===== config.mk =====
export PLATFORM = sky130hd
export DESIGN_NAME = fwne_core
export DESIGN_NICKNAME = d
export VERILOG_FILES = /design/src/fwne_pkg.sv /design/src/fwne_core.sv
export SDC_FILE = /design/constraint.sdc
export NUM_CORES = 1
export LEC_CHECK = 0
export BUFFER_PORTS_ARGS = -buffer_cell sky130_fd_sc_hd__buf_2
export CORE_ASPECT_RATIO = 0.7
export CORE_UTILIZATION = 30
export CTS_CLUSTER_DIAMETER = 30
export CTS_CLUSTER_SIZE = 24
export DETAILED_ROUTE_END_ITERATION = 6
export PLACE_DENSITY_LB_ADDON = 0.15
export SETUP_SLACK_MARGIN = 0.2
export SKIP_LAST_GASP = 1
export SYNTH_ARGS = -nofsm -noshare
export SYNTH_HDL_FRONTEND = slang
export SYNTH_SLANG_ARGS = --single-unit

===== constraint.sdc =====
create_clock -name aclk -period 7.9 [get_ports aclk]
set_clock_uncertainty 0.2 [all_clocks]
set_input_delay 1.58 -clock aclk [delete_from_list [all_inputs] [get_ports aclk]]
set_output_delay 1.58 -clock aclk [all_outputs]
set_load 0.1 [all_outputs]

===== src/fwne_pkg.sv =====
package fwne_pkg;
  // ----------------------------------------
  // register byte offsets (word aligned)
  // ----------------------------------------
  localparam logic [7:0] FWNE_OFF_FEATURE = 8'h00;
  localparam logic [7:0] FWNE_OFF_COUNT = 8'h04;
  localparam logic [7:0] FWNE_OFF_ADDR_LOW = 8'h08;
  localparam logic [7:0] FWNE_OFF_ADDR_MID = 8'h0C;
  localparam logic [7:0] FWNE_OFF_ADDR_HIGH = 8'h10;
  localparam logic [7:0] FWNE_OFF_UNIT = 8'h14;
  localparam logic [7:0] FWNE_OFF_OPCODE = 8'h18;
  localparam logic [7:0] FWNE_OFF_FAULT = 8'h1C;
  localparam logic [7:0] FWNE_OFF_COND = 8'h20;
  localparam logic [7:0] FWNE_OFF_DATA = 8'h24;
  localparam logic [7:0] FWNE_OFF_CONFIG = 8'h28;
  localparam logic [7:0] FWNE_OFF_INFO = 8'h2C;
  // ----------------------------------------
  // opcodes
  // ----------------------------------------
  localparam logic [7:0] FWNE_OP_WR_MULTI = 8'hCD;
  localparam logic [7:0] FWNE_OP_WR_SECT = 8'h38;
  localparam logic [7:0] FWNE_OP_PWR_QUERY = 8'hE5;
  localparam logic [7:0] FWNE_OP_SET_BLOCK = 8'hC6;
  // ----------------------------------------
  // power query results
  // ----------------------------------------
  localparam logic [7:0] FWNE_PWR_STANDBY = 8'h00;
  localparam logic [7:0] FWNE_PWR_IDLE = 8'h80;
  localparam logic [7:0] FWNE_PWR_ACTIVE = 8'hFF;
  // ----------------------------------------
  // field positions
  // ----------------------------------------
  localparam int FWNE_ST_BUSY = 7;
  localparam int FWNE_ST_READY = 6;
  localparam int FWNE_ST_FAULT = 5;
  localparam int FWNE_ST_DRQ = 3;
  localparam int FWNE_ST_ERR = 0;
  localparam int FWNE_ER_NF = 4;
  localparam int FWNE_ER_ABORT = 2;
  localparam int FWNE_ER_MEDIA = 0;
  localparam int FWNE_UNIT_LBA = 6;
  localparam int FWNE_CFG_MULTI_OK = 8;
  // ----------------------------------------
  // sizes and resets
  // ----------------------------------------
  localparam logic [8:0] FWNE_FULL_COUNT = 9'h100;
  localparam logic [7:0] FWNE_WORDS_PER_SECTOR = 8'hFF;
  localparam logic [7:0] FWNE_COND_RESET = 8'h40;
  localparam logic [1:0] FWNE_RESP_OKAY = 2'h0;
  localparam logic [1:0] FWNE_RESP_SLVERR = 2'h2;
  localparam logic [27:0] FWNE_ADDR_LIMIT = 28'hFFFFFFF;
  // ----------------------------------------
  // command states
  // ----------------------------------------
  typedef enum logic [4:0] {
    FWNE_IDLE = 5'h01,
    FWNE_DATA = 5'h02,
    FWNE_PROG = 5'h04,
    FWNE_DONE = 5'h08,
    FWNE_FAIL = 5'h10
  } fwne_state_t;
endpackage : fwne_pkg


===== src/fwne_core.sv =====
// Our own choices: the address map and the AXI4-Lite slave port.
`timescale 1ns/1ns
module fwne_core import fwne_pkg::*; #(
  parameter int ADDR_W = 8,
  parameter int BLOCK_MAX = 16
) (
  input wire logic aclk,
  input wire logic aresetn,
  input wire logic clk_en,
  input wire logic [ADDR_W-1:0] s_axi_awaddr,
  input wire logic s_axi_awvalid,
  output logic s_axi_awready,
  input wire logic [31:0] s_axi_wdata,
  input wire logic [3:0] s_axi_wstrb,
  input wire logic s_axi_wvalid,
  output logic s_axi_wready,
  output logic [1:0] s_axi_bresp,
  output logic s_axi_bvalid,
  input wire logic s_axi_bready,
  input wire logic [ADDR_W-1:0] s_axi_araddr,
  input wire logic s_axi_arvalid,
  output logic s_axi_arready,
  output logic [31:0] s_axi_rdata,
  output logic [1:0] s_axi_rresp,
  output logic s_axi_rvalid,
  input wire logic s_axi_rready,
  input wire logic media_fail, // media reports an unrecoverable write
  input wire logic unit_fault_in, // device fault event
  input wire logic [1:0] power_mode, // 0 standby, 1 idle, 2 active
  output logic [27:0] prog_addr, // sector being programmed
  output logic [15:0] prog_word, // data word toward the media
  output logic prog_word_valid, // one-cycle data strobe
  output logic prog_commit, // one-cycle program pulse, no erase
  output logic host_intr // level, set per sector or block
);
  // ----------------------------------------
  // state
  // ----------------------------------------
  typedef struct packed {
    fwne_state_t st;
    logic [7:0] feature_select_reg;
    logic [7:0] transfer_count_reg;
    logic [7:0] block_addr_low_reg;
    logic [7:0] block_addr_mid_reg;
    logic [7:0] block_addr_high_reg;
    logic [7:0] unit_select_reg;
    logic [7:0] fault_cause_reg;
    logic [7:0] unit_condition_reg;
    logic [8:0] block_size_reg; // sectors per block, 0 = unset
    logic multi_ok_reg; // identify word bit: no set needed
    logic is_multi_reg;
    logic [27:0] cur_addr_reg;
    logic [8:0] left_reg; // sectors still to move
    logic [8:0] blk_left_reg; // sectors left in this block
    logic [7:0] word_cnt_reg;
    logic [15:0] word_reg;
    logic word_valid_reg;
    logic commit_reg;
    logic intr_reg;
    logic aw_got;
    logic w_got;
    logic [ADDR_W-1:0] awaddr_reg;
    logic [31:0] wdata_reg;
    logic bvalid_reg;
    logic [1:0] bresp_reg;
    logic rvalid_reg;
    logic [31:0] rdata_reg;
    logic [1:0] rresp_reg;
  } fwne_regs_t;

  fwne_regs_t q;
  fwne_regs_t d;

  // address decode shared by read and write
  function automatic logic mapped(input logic [ADDR_W-1:0] a);
    mapped = (a[7:0] <= FWNE_OFF_INFO) && (a[1:0] == 2'h0);
  endfunction : mapped

  // ----------------------------------------
  // next-state logic
  // ----------------------------------------
  logic wr_fire;
  logic [27:0] start_addr;
  logic [8:0] count_full;
  logic [8:0] first_blk;
  always_comb begin
    d = q;
    d.word_valid_reg = 1'b0;
    d.commit_reg = 1'b0;
    // step to the next sector only after its program pulse, so the pulse still shows its own address
    if (q.commit_reg) begin
      d.cur_addr_reg = q.cur_addr_reg + 28'h1;
    end
    // start address assembled from four fields
    start_addr = {q.unit_select_reg[3:0], q.block_addr_high_reg, q.block_addr_mid_reg,
      q.block_addr_low_reg};
    // count of zero stands for a full 256
    count_full = (q.transfer_count_reg == 8'h00) ? FWNE_FULL_COUNT
      : {1'b0, q.transfer_count_reg};
    first_blk = (count_full < q.block_size_reg) ? count_full : q.block_size_reg;
    // write channel capture, either order
    if (s_axi_awvalid && !q.aw_got && !q.bvalid_reg) begin
      d.aw_got = 1'b1;
      d.awaddr_reg = s_axi_awaddr;
    end
    if (s_axi_wvalid && !q.w_got && !q.bvalid_reg) begin
      d.w_got = 1'b1;
      d.wdata_reg = s_axi_wdata;
    end
    wr_fire = q.aw_got && q.w_got;
    if (q.bvalid_reg && s_axi_bready) begin
      d.bvalid_reg = 1'b0;
    end
    if (wr_fire) begin
      d.aw_got = 1'b0;
      d.w_got = 1'b0;
      d.bvalid_reg = 1'b1;
      d.bresp_reg = mapped(q.awaddr_reg) ? FWNE_RESP_OKAY : FWNE_RESP_SLVERR;
    end
    // read channel: one-cycle registered answer
    if (q.rvalid_reg && s_axi_rready) begin
      d.rvalid_reg = 1'b0;
    end
    if (s_axi_arvalid && !q.rvalid_reg) begin
      d.rvalid_reg = 1'b1;
      d.rresp_reg = mapped(s_axi_araddr) ? FWNE_RESP_OKAY : FWNE_RESP_SLVERR;
      d.rdata_reg = 32'h0000_0000;
      case (s_axi_araddr[7:0])
        FWNE_OFF_COUNT: d.rdata_reg[7:0] = q.transfer_count_reg;
        FWNE_OFF_ADDR_LOW: d.rdata_reg[7:0] = q.block_addr_low_reg;
        FWNE_OFF_ADDR_MID: d.rdata_reg[7:0] = q.block_addr_mid_reg;
        FWNE_OFF_ADDR_HIGH: d.rdata_reg[7:0] = q.block_addr_high_reg;
        FWNE_OFF_UNIT: d.rdata_reg[7:0] = q.unit_select_reg;
        FWNE_OFF_FAULT: d.rdata_reg[7:0] = q.fault_cause_reg;
        FWNE_OFF_COND: d.rdata_reg[7:0] = q.unit_condition_reg;
        FWNE_OFF_CONFIG: d.rdata_reg = {23'h0, q.multi_ok_reg, 8'h00};
        // info: erase flag and cycle counts not tracked, zero
        FWNE_OFF_INFO: d.rdata_reg = 32'h0000_0000;
        default: d.rdata_reg = 32'h0000_0000;
      endcase
      // reading the condition register clears the interrupt
      if (s_axi_araddr[7:0] == FWNE_OFF_COND) begin
        d.intr_reg = 1'b0;
      end
    end
    // register writes and command decode
    if (wr_fire && mapped(q.awaddr_reg)) begin
      case (q.awaddr_reg[7:0])
        FWNE_OFF_FEATURE: d.feature_select_reg = q.wdata_reg[7:0];
        FWNE_OFF_COUNT: d.transfer_count_reg = q.wdata_reg[7:0];
        FWNE_OFF_ADDR_LOW: d.block_addr_low_reg = q.wdata_reg[7:0];
        FWNE_OFF_ADDR_MID: d.block_addr_mid_reg = q.wdata_reg[7:0];
        FWNE_OFF_ADDR_HIGH: d.block_addr_high_reg = q.wdata_reg[7:0];
        FWNE_OFF_UNIT: d.unit_select_reg = q.wdata_reg[7:0];
        FWNE_OFF_CONFIG: d.multi_ok_reg = q.wdata_reg[FWNE_CFG_MULTI_OK];
        FWNE_OFF_DATA: begin
          // host data word while data is requested
          if (q.st == FWNE_DATA) begin
            d.word_reg = q.wdata_reg[15:0];
            d.word_valid_reg = 1'b1;
            d.word_cnt_reg = q.word_cnt_reg + 8'h01;
            if (q.word_cnt_reg == FWNE_WORDS_PER_SECTOR) begin
              d.st = FWNE_PROG;
              d.unit_condition_reg[FWNE_ST_DRQ] = 1'b0;
              d.unit_condition_reg[FWNE_ST_BUSY] = 1'b1;
            end
          end
        end
        FWNE_OFF_OPCODE: begin
          if (q.st == FWNE_IDLE) begin
            d.fault_cause_reg = 8'h00;
            d.unit_condition_reg = FWNE_COND_RESET;
            d.intr_reg = 1'b0;
            case (q.wdata_reg[7:0])
              FWNE_OP_WR_MULTI, FWNE_OP_WR_SECT: begin
                d.is_multi_reg = (q.wdata_reg[7:0] == FWNE_OP_WR_MULTI);
                d.cur_addr_reg = start_addr;
                d.left_reg = count_full;
                d.word_cnt_reg = 8'h00;
                d.blk_left_reg = (q.wdata_reg[7:0] == FWNE_OP_WR_MULTI) ? first_blk : 9'h001;
                if (q.wdata_reg[7:0] == FWNE_OP_WR_MULTI && q.block_size_reg == 9'h000
                    && !q.multi_ok_reg) begin
                  // no block size set: abort
                  d.fault_cause_reg[FWNE_ER_ABORT] = 1'b1;
                  d.st = FWNE_FAIL;
                end else if (!q.unit_select_reg[FWNE_UNIT_LBA]) begin
                  d.fault_cause_reg[FWNE_ER_ABORT] = 1'b1;
                  d.st = FWNE_FAIL;
                end else begin
                  d.st = FWNE_DATA;
                  d.unit_condition_reg[FWNE_ST_DRQ] = 1'b1;
                end
              end
              FWNE_OP_SET_BLOCK: begin
                d.block_size_reg = {1'b0, q.transfer_count_reg};
                d.st = FWNE_DONE;
              end
              FWNE_OP_PWR_QUERY: begin
                // reads the mode only, never changes it
                case (power_mode)
                  2'h0: d.transfer_count_reg = FWNE_PWR_STANDBY;
                  2'h1: d.transfer_count_reg = FWNE_PWR_IDLE;
                  default: d.transfer_count_reg = FWNE_PWR_ACTIVE;
                endcase
                d.st = FWNE_DONE;
              end
              default: begin
                d.fault_cause_reg[FWNE_ER_ABORT] = 1'b1;
                d.st = FWNE_FAIL;
              end
            endcase
          end
        end
        default: ;
      endcase
    end
    // command sequencer
    case (q.st)
      FWNE_IDLE: ;
      FWNE_DATA: ;
      FWNE_PROG: begin
        if (q.cur_addr_reg > FWNE_ADDR_LIMIT - 28'h1) begin
          d.fault_cause_reg[FWNE_ER_NF] = 1'b1;
          d.st = FWNE_FAIL;
        end else if (media_fail) begin
          d.fault_cause_reg[FWNE_ER_MEDIA] = 1'b1;
          d.st = FWNE_FAIL;
        end else begin
          d.commit_reg = 1'b1;
          d.left_reg = q.left_reg - 9'h1;
          d.blk_left_reg = q.blk_left_reg - 9'h1;
          d.word_cnt_reg = 8'h00;
          if (q.left_reg == 9'h1) begin
            d.st = FWNE_DONE;
          end else begin
            d.st = FWNE_DATA;
            d.unit_condition_reg[FWNE_ST_BUSY] = 1'b0;
            d.unit_condition_reg[FWNE_ST_DRQ] = 1'b1;
            if (q.blk_left_reg == 9'h1) begin
              d.intr_reg = 1'b1;
              d.blk_left_reg = q.is_multi_reg ? (((q.left_reg - 9'h1) < q.block_size_reg)
                ? (q.left_reg - 9'h1) : q.block_size_reg) : 9'h001;
            end
          end
        end
      end
      FWNE_DONE: begin
        d.unit_condition_reg = FWNE_COND_RESET;
        d.intr_reg = 1'b1;
        d.st = FWNE_IDLE;
      end
      FWNE_FAIL: begin
        // load failing address, finish with error
        {d.unit_select_reg[3:0], d.block_addr_high_reg, d.block_addr_mid_reg,
          d.block_addr_low_reg} = q.cur_addr_reg;
        d.unit_condition_reg = FWNE_COND_RESET;
        d.unit_condition_reg[FWNE_ST_ERR] = |q.fault_cause_reg;
        d.unit_condition_reg[FWNE_ST_FAULT] = unit_fault_in;
        d.intr_reg = 1'b1;
        d.st = FWNE_IDLE;
      end
      default: d.st = FWNE_IDLE;
    endcase
  end

  // ----------------------------------------
  // state register
  // ----------------------------------------
  always_ff @(posedge aclk) begin
    if (!aresetn) begin
      q <= '0;
      q.st <= FWNE_IDLE;
      q.unit_condition_reg <= FWNE_COND_RESET;
    end else if (clk_en) begin
      q <= d;
    end
  end

  // ----------------------------------------
  // outputs
  // ----------------------------------------
  assign s_axi_awready = !q.aw_got && !q.bvalid_reg;
  assign s_axi_wready = !q.w_got && !q.bvalid_reg;
  assign s_axi_bvalid = q.bvalid_reg;
  assign s_axi_bresp = q.bresp_reg;
  assign s_axi_arready = !q.rvalid_reg;
  assign s_axi_rvalid = q.rvalid_reg;
  assign s_axi_rdata = q.rdata_reg;
  assign s_axi_rresp = q.rresp_reg;
  assign prog_addr = q.cur_addr_reg;
  assign prog_word = q.word_reg;
  assign prog_word_valid = q.word_valid_reg;
  assign prog_commit = q.commit_reg;
  assign host_intr = q.intr_reg;

  // ----------------------------------------
  // checks
  // ----------------------------------------
  property p_success_status;
    @(posedge aclk) disable iff (!aresetn)
      (clk_en && q.st == FWNE_DONE) |=> (q.unit_condition_reg == FWNE_COND_RESET);
  endproperty
  a_success_status: assert property (p_success_status) else $error("bad success status");
  property p_fail_err;
    @(posedge aclk) disable iff (!aresetn)
      (clk_en && q.st == FWNE_FAIL) |=> (q.unit_condition_reg[FWNE_ST_ERR] && !q.unit_condition_reg[FWNE_ST_BUSY]
        && !q.unit_condition_reg[FWNE_ST_DRQ]);
  endproperty
  a_fail_err: assert property (p_fail_err) else $error("bad error status");
  property p_fail_fault;
    @(posedge aclk) disable iff (!aresetn)
      (clk_en && q.st == FWNE_FAIL) |=> (q.unit_condition_reg[FWNE_ST_FAULT] == $past(unit_fault_in));
  endproperty
  a_fail_fault: assert property (p_fail_fault) else $error("fault flag wrong on error end");
  property p_pwr_nondata;
    @(posedge aclk) disable iff (!aresetn)
      (clk_en && wr_fire && q.awaddr_reg[7:0] == FWNE_OFF_OPCODE && q.st == FWNE_IDLE
        && q.wdata_reg[7:0] == FWNE_OP_PWR_QUERY) |=> (q.st == FWNE_DONE && !q.unit_condition_reg[FWNE_ST_DRQ]);
  endproperty
  a_pwr_nondata: assert property (p_pwr_nondata) else $error("power query not non-data");
  property p_fail_addr;
    @(posedge aclk) disable iff (!aresetn)
      (clk_en && q.st == FWNE_FAIL) |=> (start_addr == $past(q.cur_addr_reg));
  endproperty
  a_fail_addr: assert property (p_fail_addr) else $error("failing address not loaded");
  property p_unknown_abort;
    @(posedge aclk) disable iff (!aresetn)
      (clk_en && wr_fire && q.awaddr_reg[7:0] == FWNE_OFF_OPCODE && q.st == FWNE_IDLE
        && q.wdata_reg[7:0] == 8'h00) |=> ##1 q.fault_cause_reg[FWNE_ER_ABORT];
  endproperty
  a_unknown_abort: assert property (p_unknown_abort) else $error("abort missing");
  property p_one_bit;
    @(posedge aclk) disable iff (!aresetn)
      !(q.fault_cause_reg[FWNE_ER_NF] && q.fault_cause_reg[FWNE_ER_ABORT]);
  endproperty
  a_one_bit: assert property (p_one_bit) else $error("both range bits set");
  property p_commit_prog;
    @(posedge aclk) disable iff (!aresetn)
      prog_commit |-> $past(q.st) == FWNE_PROG;
  endproperty
  a_commit_prog: assert property (p_commit_prog) else $error("commit outside program");
  property p_media;
    @(posedge aclk) disable iff (!aresetn)
      (clk_en && q.st == FWNE_PROG && media_fail && q.cur_addr_reg < FWNE_ADDR_LIMIT - 28'h1)
        |=> q.fault_cause_reg[FWNE_ER_MEDIA];
  endproperty
  a_media: assert property (p_media) else $error("media bit missing");
  property p_full_count;
    @(posedge aclk) disable iff (!aresetn)
      (clk_en && wr_fire && q.awaddr_reg[7:0] == FWNE_OFF_OPCODE && q.st == FWNE_IDLE
        && q.wdata_reg[7:0] == FWNE_OP_WR_SECT && q.transfer_count_reg == 8'h00
        && q.unit_select_reg[FWNE_UNIT_LBA]) |=> (q.left_reg == FWNE_FULL_COUNT);
  endproperty
  a_full_count: assert property (p_full_count) else $error("zero count not 256");
endmodule : fwne_core


==> reports/qor.csv <==
stage,metric,value,unit
die,pin_count,152,
clock_tree,cts_hold_buf,0,
sta,finalCritPeriodShare,54.8,%
final_layout,nFillCells,3588,
sta,hold_viol,0,
power_and_ir_drop,comb_power_share,12.4,%
route,via_count,9575,
yosys,yosysSeqAreaShare,34.2,%
yosys,yosysWarnings,0,
power_and_ir_drop,seqPwrFrac,44.7,%
global_route,grt_max_degree,53,
sta,drv_slew,0,
clock_tree,clk-insertion-delay-late,460,ps
yosys,ys_types,92,
yosys,synth-edff-count,0,
worst_setup_path,crit_path_top_delay_cell,nor3b_1,
power_and_ir_drop,switching_share,32.5,%
yosys,synth_top_flop_cell,dfxtp_1,
die,row_count,56,
placement,hpwl,25.3,mm
yosys,synth_top_area_share,34.2,%
route,drc,0,
yosys,synthAdderAreaFrac,2.43,%
sta,worstMarginPinSlew,1070,ps
yosys,synth_top_family_by_area,compound AO/OA/AOI/OAI gates,
yosys,syn-cell-area,10200,um^2
placement,numPortBuffers,106,
yosys,synth_compound_area_share,25.5,%
worst_setup_path,cp_max_fo,52,
worst_setup_path,cp-start-kind,primary input,
yosys,synthTopCellsByCount,"dfxtp_1 (175), nand2_1 (166), a21oi_1 (128)",
power_and_ir_drop,clockPowerShare,42.9,%
placement,placed_area,10600,um^2
route,detail-route-antenna-nets,0,
worst_setup_path,r2r_end,q[113],
sta,slew_headroom,27.9,%
final_layout,postLayoutCellArea,11200,um^2
yosys,synthXorXnorAreaFrac,0.942,%
clock_tree,cts_made_buffers,17,
final_layout,layout.nets,1383,
clock_tree,cts_root_buf,clkbuf_16,
placement,gp_congestion,0.825,
sta,tns,0,ps
route,routed_wl,35.9,mm
hold_path,min_from,prog_word[12],
worst_setup_path,crit_chain,buf_2 -> buf_4 -> and3_1 -> nand3_1 -> nor3b_1 -> nand4_1 -> and2_0 -> a221oi_1 -> nor3_1,
sta,rsz0062_at_grt,false,
clock_tree,post_cts_buffers,0,
sta,hold_ws,258,ps
route,first_pass_iters,5,
route,drt-vias-per-instance,5.47,
clock_tree,clkTransAtPathRegs,80,ps
die,core_area,33600,um^2
worst_setup_path,reg2reg_from,q[118],
power_and_ir_drop,p_per_area,187,nW/um^2
global_route,overflow,0,
yosys,synth_area_leaders,"dfxtp_1 (34%), a21oi_1 (6.3%), nand2_1 (6.1%), buf_4 (6.0%), nor2_1 (3.8%)",
power_and_ir_drop,peakVddDrop,138,uV
clock_tree,ctsResizeCount,0,
worst_setup_path,crit_family,simple AND/OR/NAND/NOR gates,
worst_setup_path,worstSetupPathType,in2reg,
global_route,antenna_found_initial,3,
clock_tree,clkSinkCount,175,
hold_path,hold_path_class,reg2reg,
job,drv_cap,0,
power_and_ir_drop,p_leak,4.03,nW
hold_path,hold_end,prog_word[12],
final_layout,drive_above_1_share,15.5,%
global_route,globalRouteTotalUtil,20.9,%
worst_setup_path,crit_buf_inv,2,
global_route,grt_pass1_wl,55.8,mm
global_route,grt_pass1_vias,8899,
die,fp.dieArea,34900,um^2
sta,setup_violations,0,
worst_setup_path,r2r_cells,11,
hold_path,hold_depth,2,
die,floorplan.initialDensity,30.5,%
yosys,synth_top_area_cell,dfxtp_1,
clock_tree,clockBufferDepth,2,
worst_setup_path,worst-r2r-setup-slack,4350,ps
worst_setup_path,cpPeakStageDelay,590,ps
final_layout,multiInputGateArea,5740,um^2
power_and_ir_drop,p_sw,0.000680,W
route,routedWlPerCell,20.5,um
yosys,ys_ff_latch,175,
clock_tree,htree_levels,4,
final_layout,area_delta_synth_final,9.17,%
yosys,synthSimpleGateAreaFrac,23.7,%
yosys,post-synth-top-count-cell,dfxtp_1,
yosys,muxShareOfSynthArea,2.53,%
yosys,avgSynthCellArea,7.91,um^2
route,drt_iter0_markers,829,
sta,timing.fmax,0.231,GHz
run_status,status,completed,
worst_setup_path,critPathCaptureType,register,
die,die_w,223,um
yosys,postSynthCellCount,1294,
worst_setup_path,cp.arrival,4450,ps
clock_tree,cts_tree,yes,
worst_setup_path,crit_start,clk_en,
final_layout,regArea,3500,um^2
power_and_ir_drop,internal_power,0.00141,W
worst_setup_path,critPathRequiredTime,8020,ps
sta,min_period,4330,ps
yosys,synthArstFlopShare,0,%
die,die_h,157,um
[final cells by class]
cell class	count	share of cell area [%]
multi-input cells	956	51.4
flip-flops and latches	175	31.4
repair buffers	125	6.03
well taps	435	4.87
clock buffers	17	3.81
clock inverters	15	1.66
inverters	25	0.862
diodes	2	0.0448
[metal layers]
metal,routed length (um),part of all wire [%],vias to the layer above,GRT usage [%]
li1,-,-,4652,-
met1,19300,54,4610,33.1
met2,14100,39,290,28.2
met3,2150,6.0,23,3.62
met4,407,1.1,0,5.29
met5,0,0,-,0
[worst max-delay path by stage]
stage / endpoint / slack, ps / depth (start not counted)
2_1_floorplan: s_axi_awready / 4000 / 1
6_report: q[201] / 3570 / 9
3_5_place_dp: q[202] / 3080 / 9
4_1_cts: q[202] / 3560 / 9
3_3_place_gp: q[201] / 3100 / 9
5_1_grt: q[202] / 3300 / 9
[registers in the layout, indices dropped and copies added, names as in the netlist, 9 cells and up]
register     flops
q              115
prog_word       16
prog_addr       28
s_axi_rdata      9
[cells in the final DEF (no fill, tap or decap), drive strengths merged, types with 6 or more instances in the layout]
cell type	n
and3	17
and4	6
o22ai	13
nor2b	7
nor3	41
buf	125
a221oi	27
nor3b	15
mux2	7
nor4	18
dfxtp	175
nand3b	8
a31oi	7
xnor2	6
nand3	39
clkbuf	17
a211oi	28
and2	8
o31ai	6
inv	33
a22oi	25
a22o	9
nand4	16
or3	9
o21ai	90
a21oi	129
a32oi	7
conb	25
nor2	105
ha	19
nand2	166
mux2i	18
[stage by stage]
stage	instances	utilization (%)	power, W	setup slack (ps)
global route	1749	33.3	0.00217	3300
floorplan	1318	-	0.00116	4000
CTS	1748	33.3	0.00211	3560
finish	1750	33.3	0.00209	3570
detailed placement	1716	31.4	0.00121	3080
global placement	1716	31.4	0.00121	3100
[cell families after synthesis]
kind of cell             after synthesis
AO/OA/AOI/OAI                        393
XOR/XNOR                              11
adder cells (fa/ha/maj)               20
buffers and inverters                187
flip-flops                           175
multiplexers                          25
other                                  1
AND/OR/NAND/NOR                      482
[worst min-delay path, stage by stage, from the launching register on]
cell	delay [ps]
dfxtp_1	320
nand2_1	50
a21oi_1	50
[power by group through the flow]
stage / Sequential [W] / Combinational (W) / Clock [W]
final: 0.000935 / 0.000260 / 0.000897
after global routing: 0.000937 / 0.000281 / 0.000955
after CTS: 0.000934 / 0.000260 / 0.000918
after detailed placement: 0.000954 / 0.000260 / 0
after global placement: 0.000954 / 0.000259 / 0
after floorplan: 0.000943 / 0.000217 / 0
Note: power is estimated with default switching activity, not from simulation.
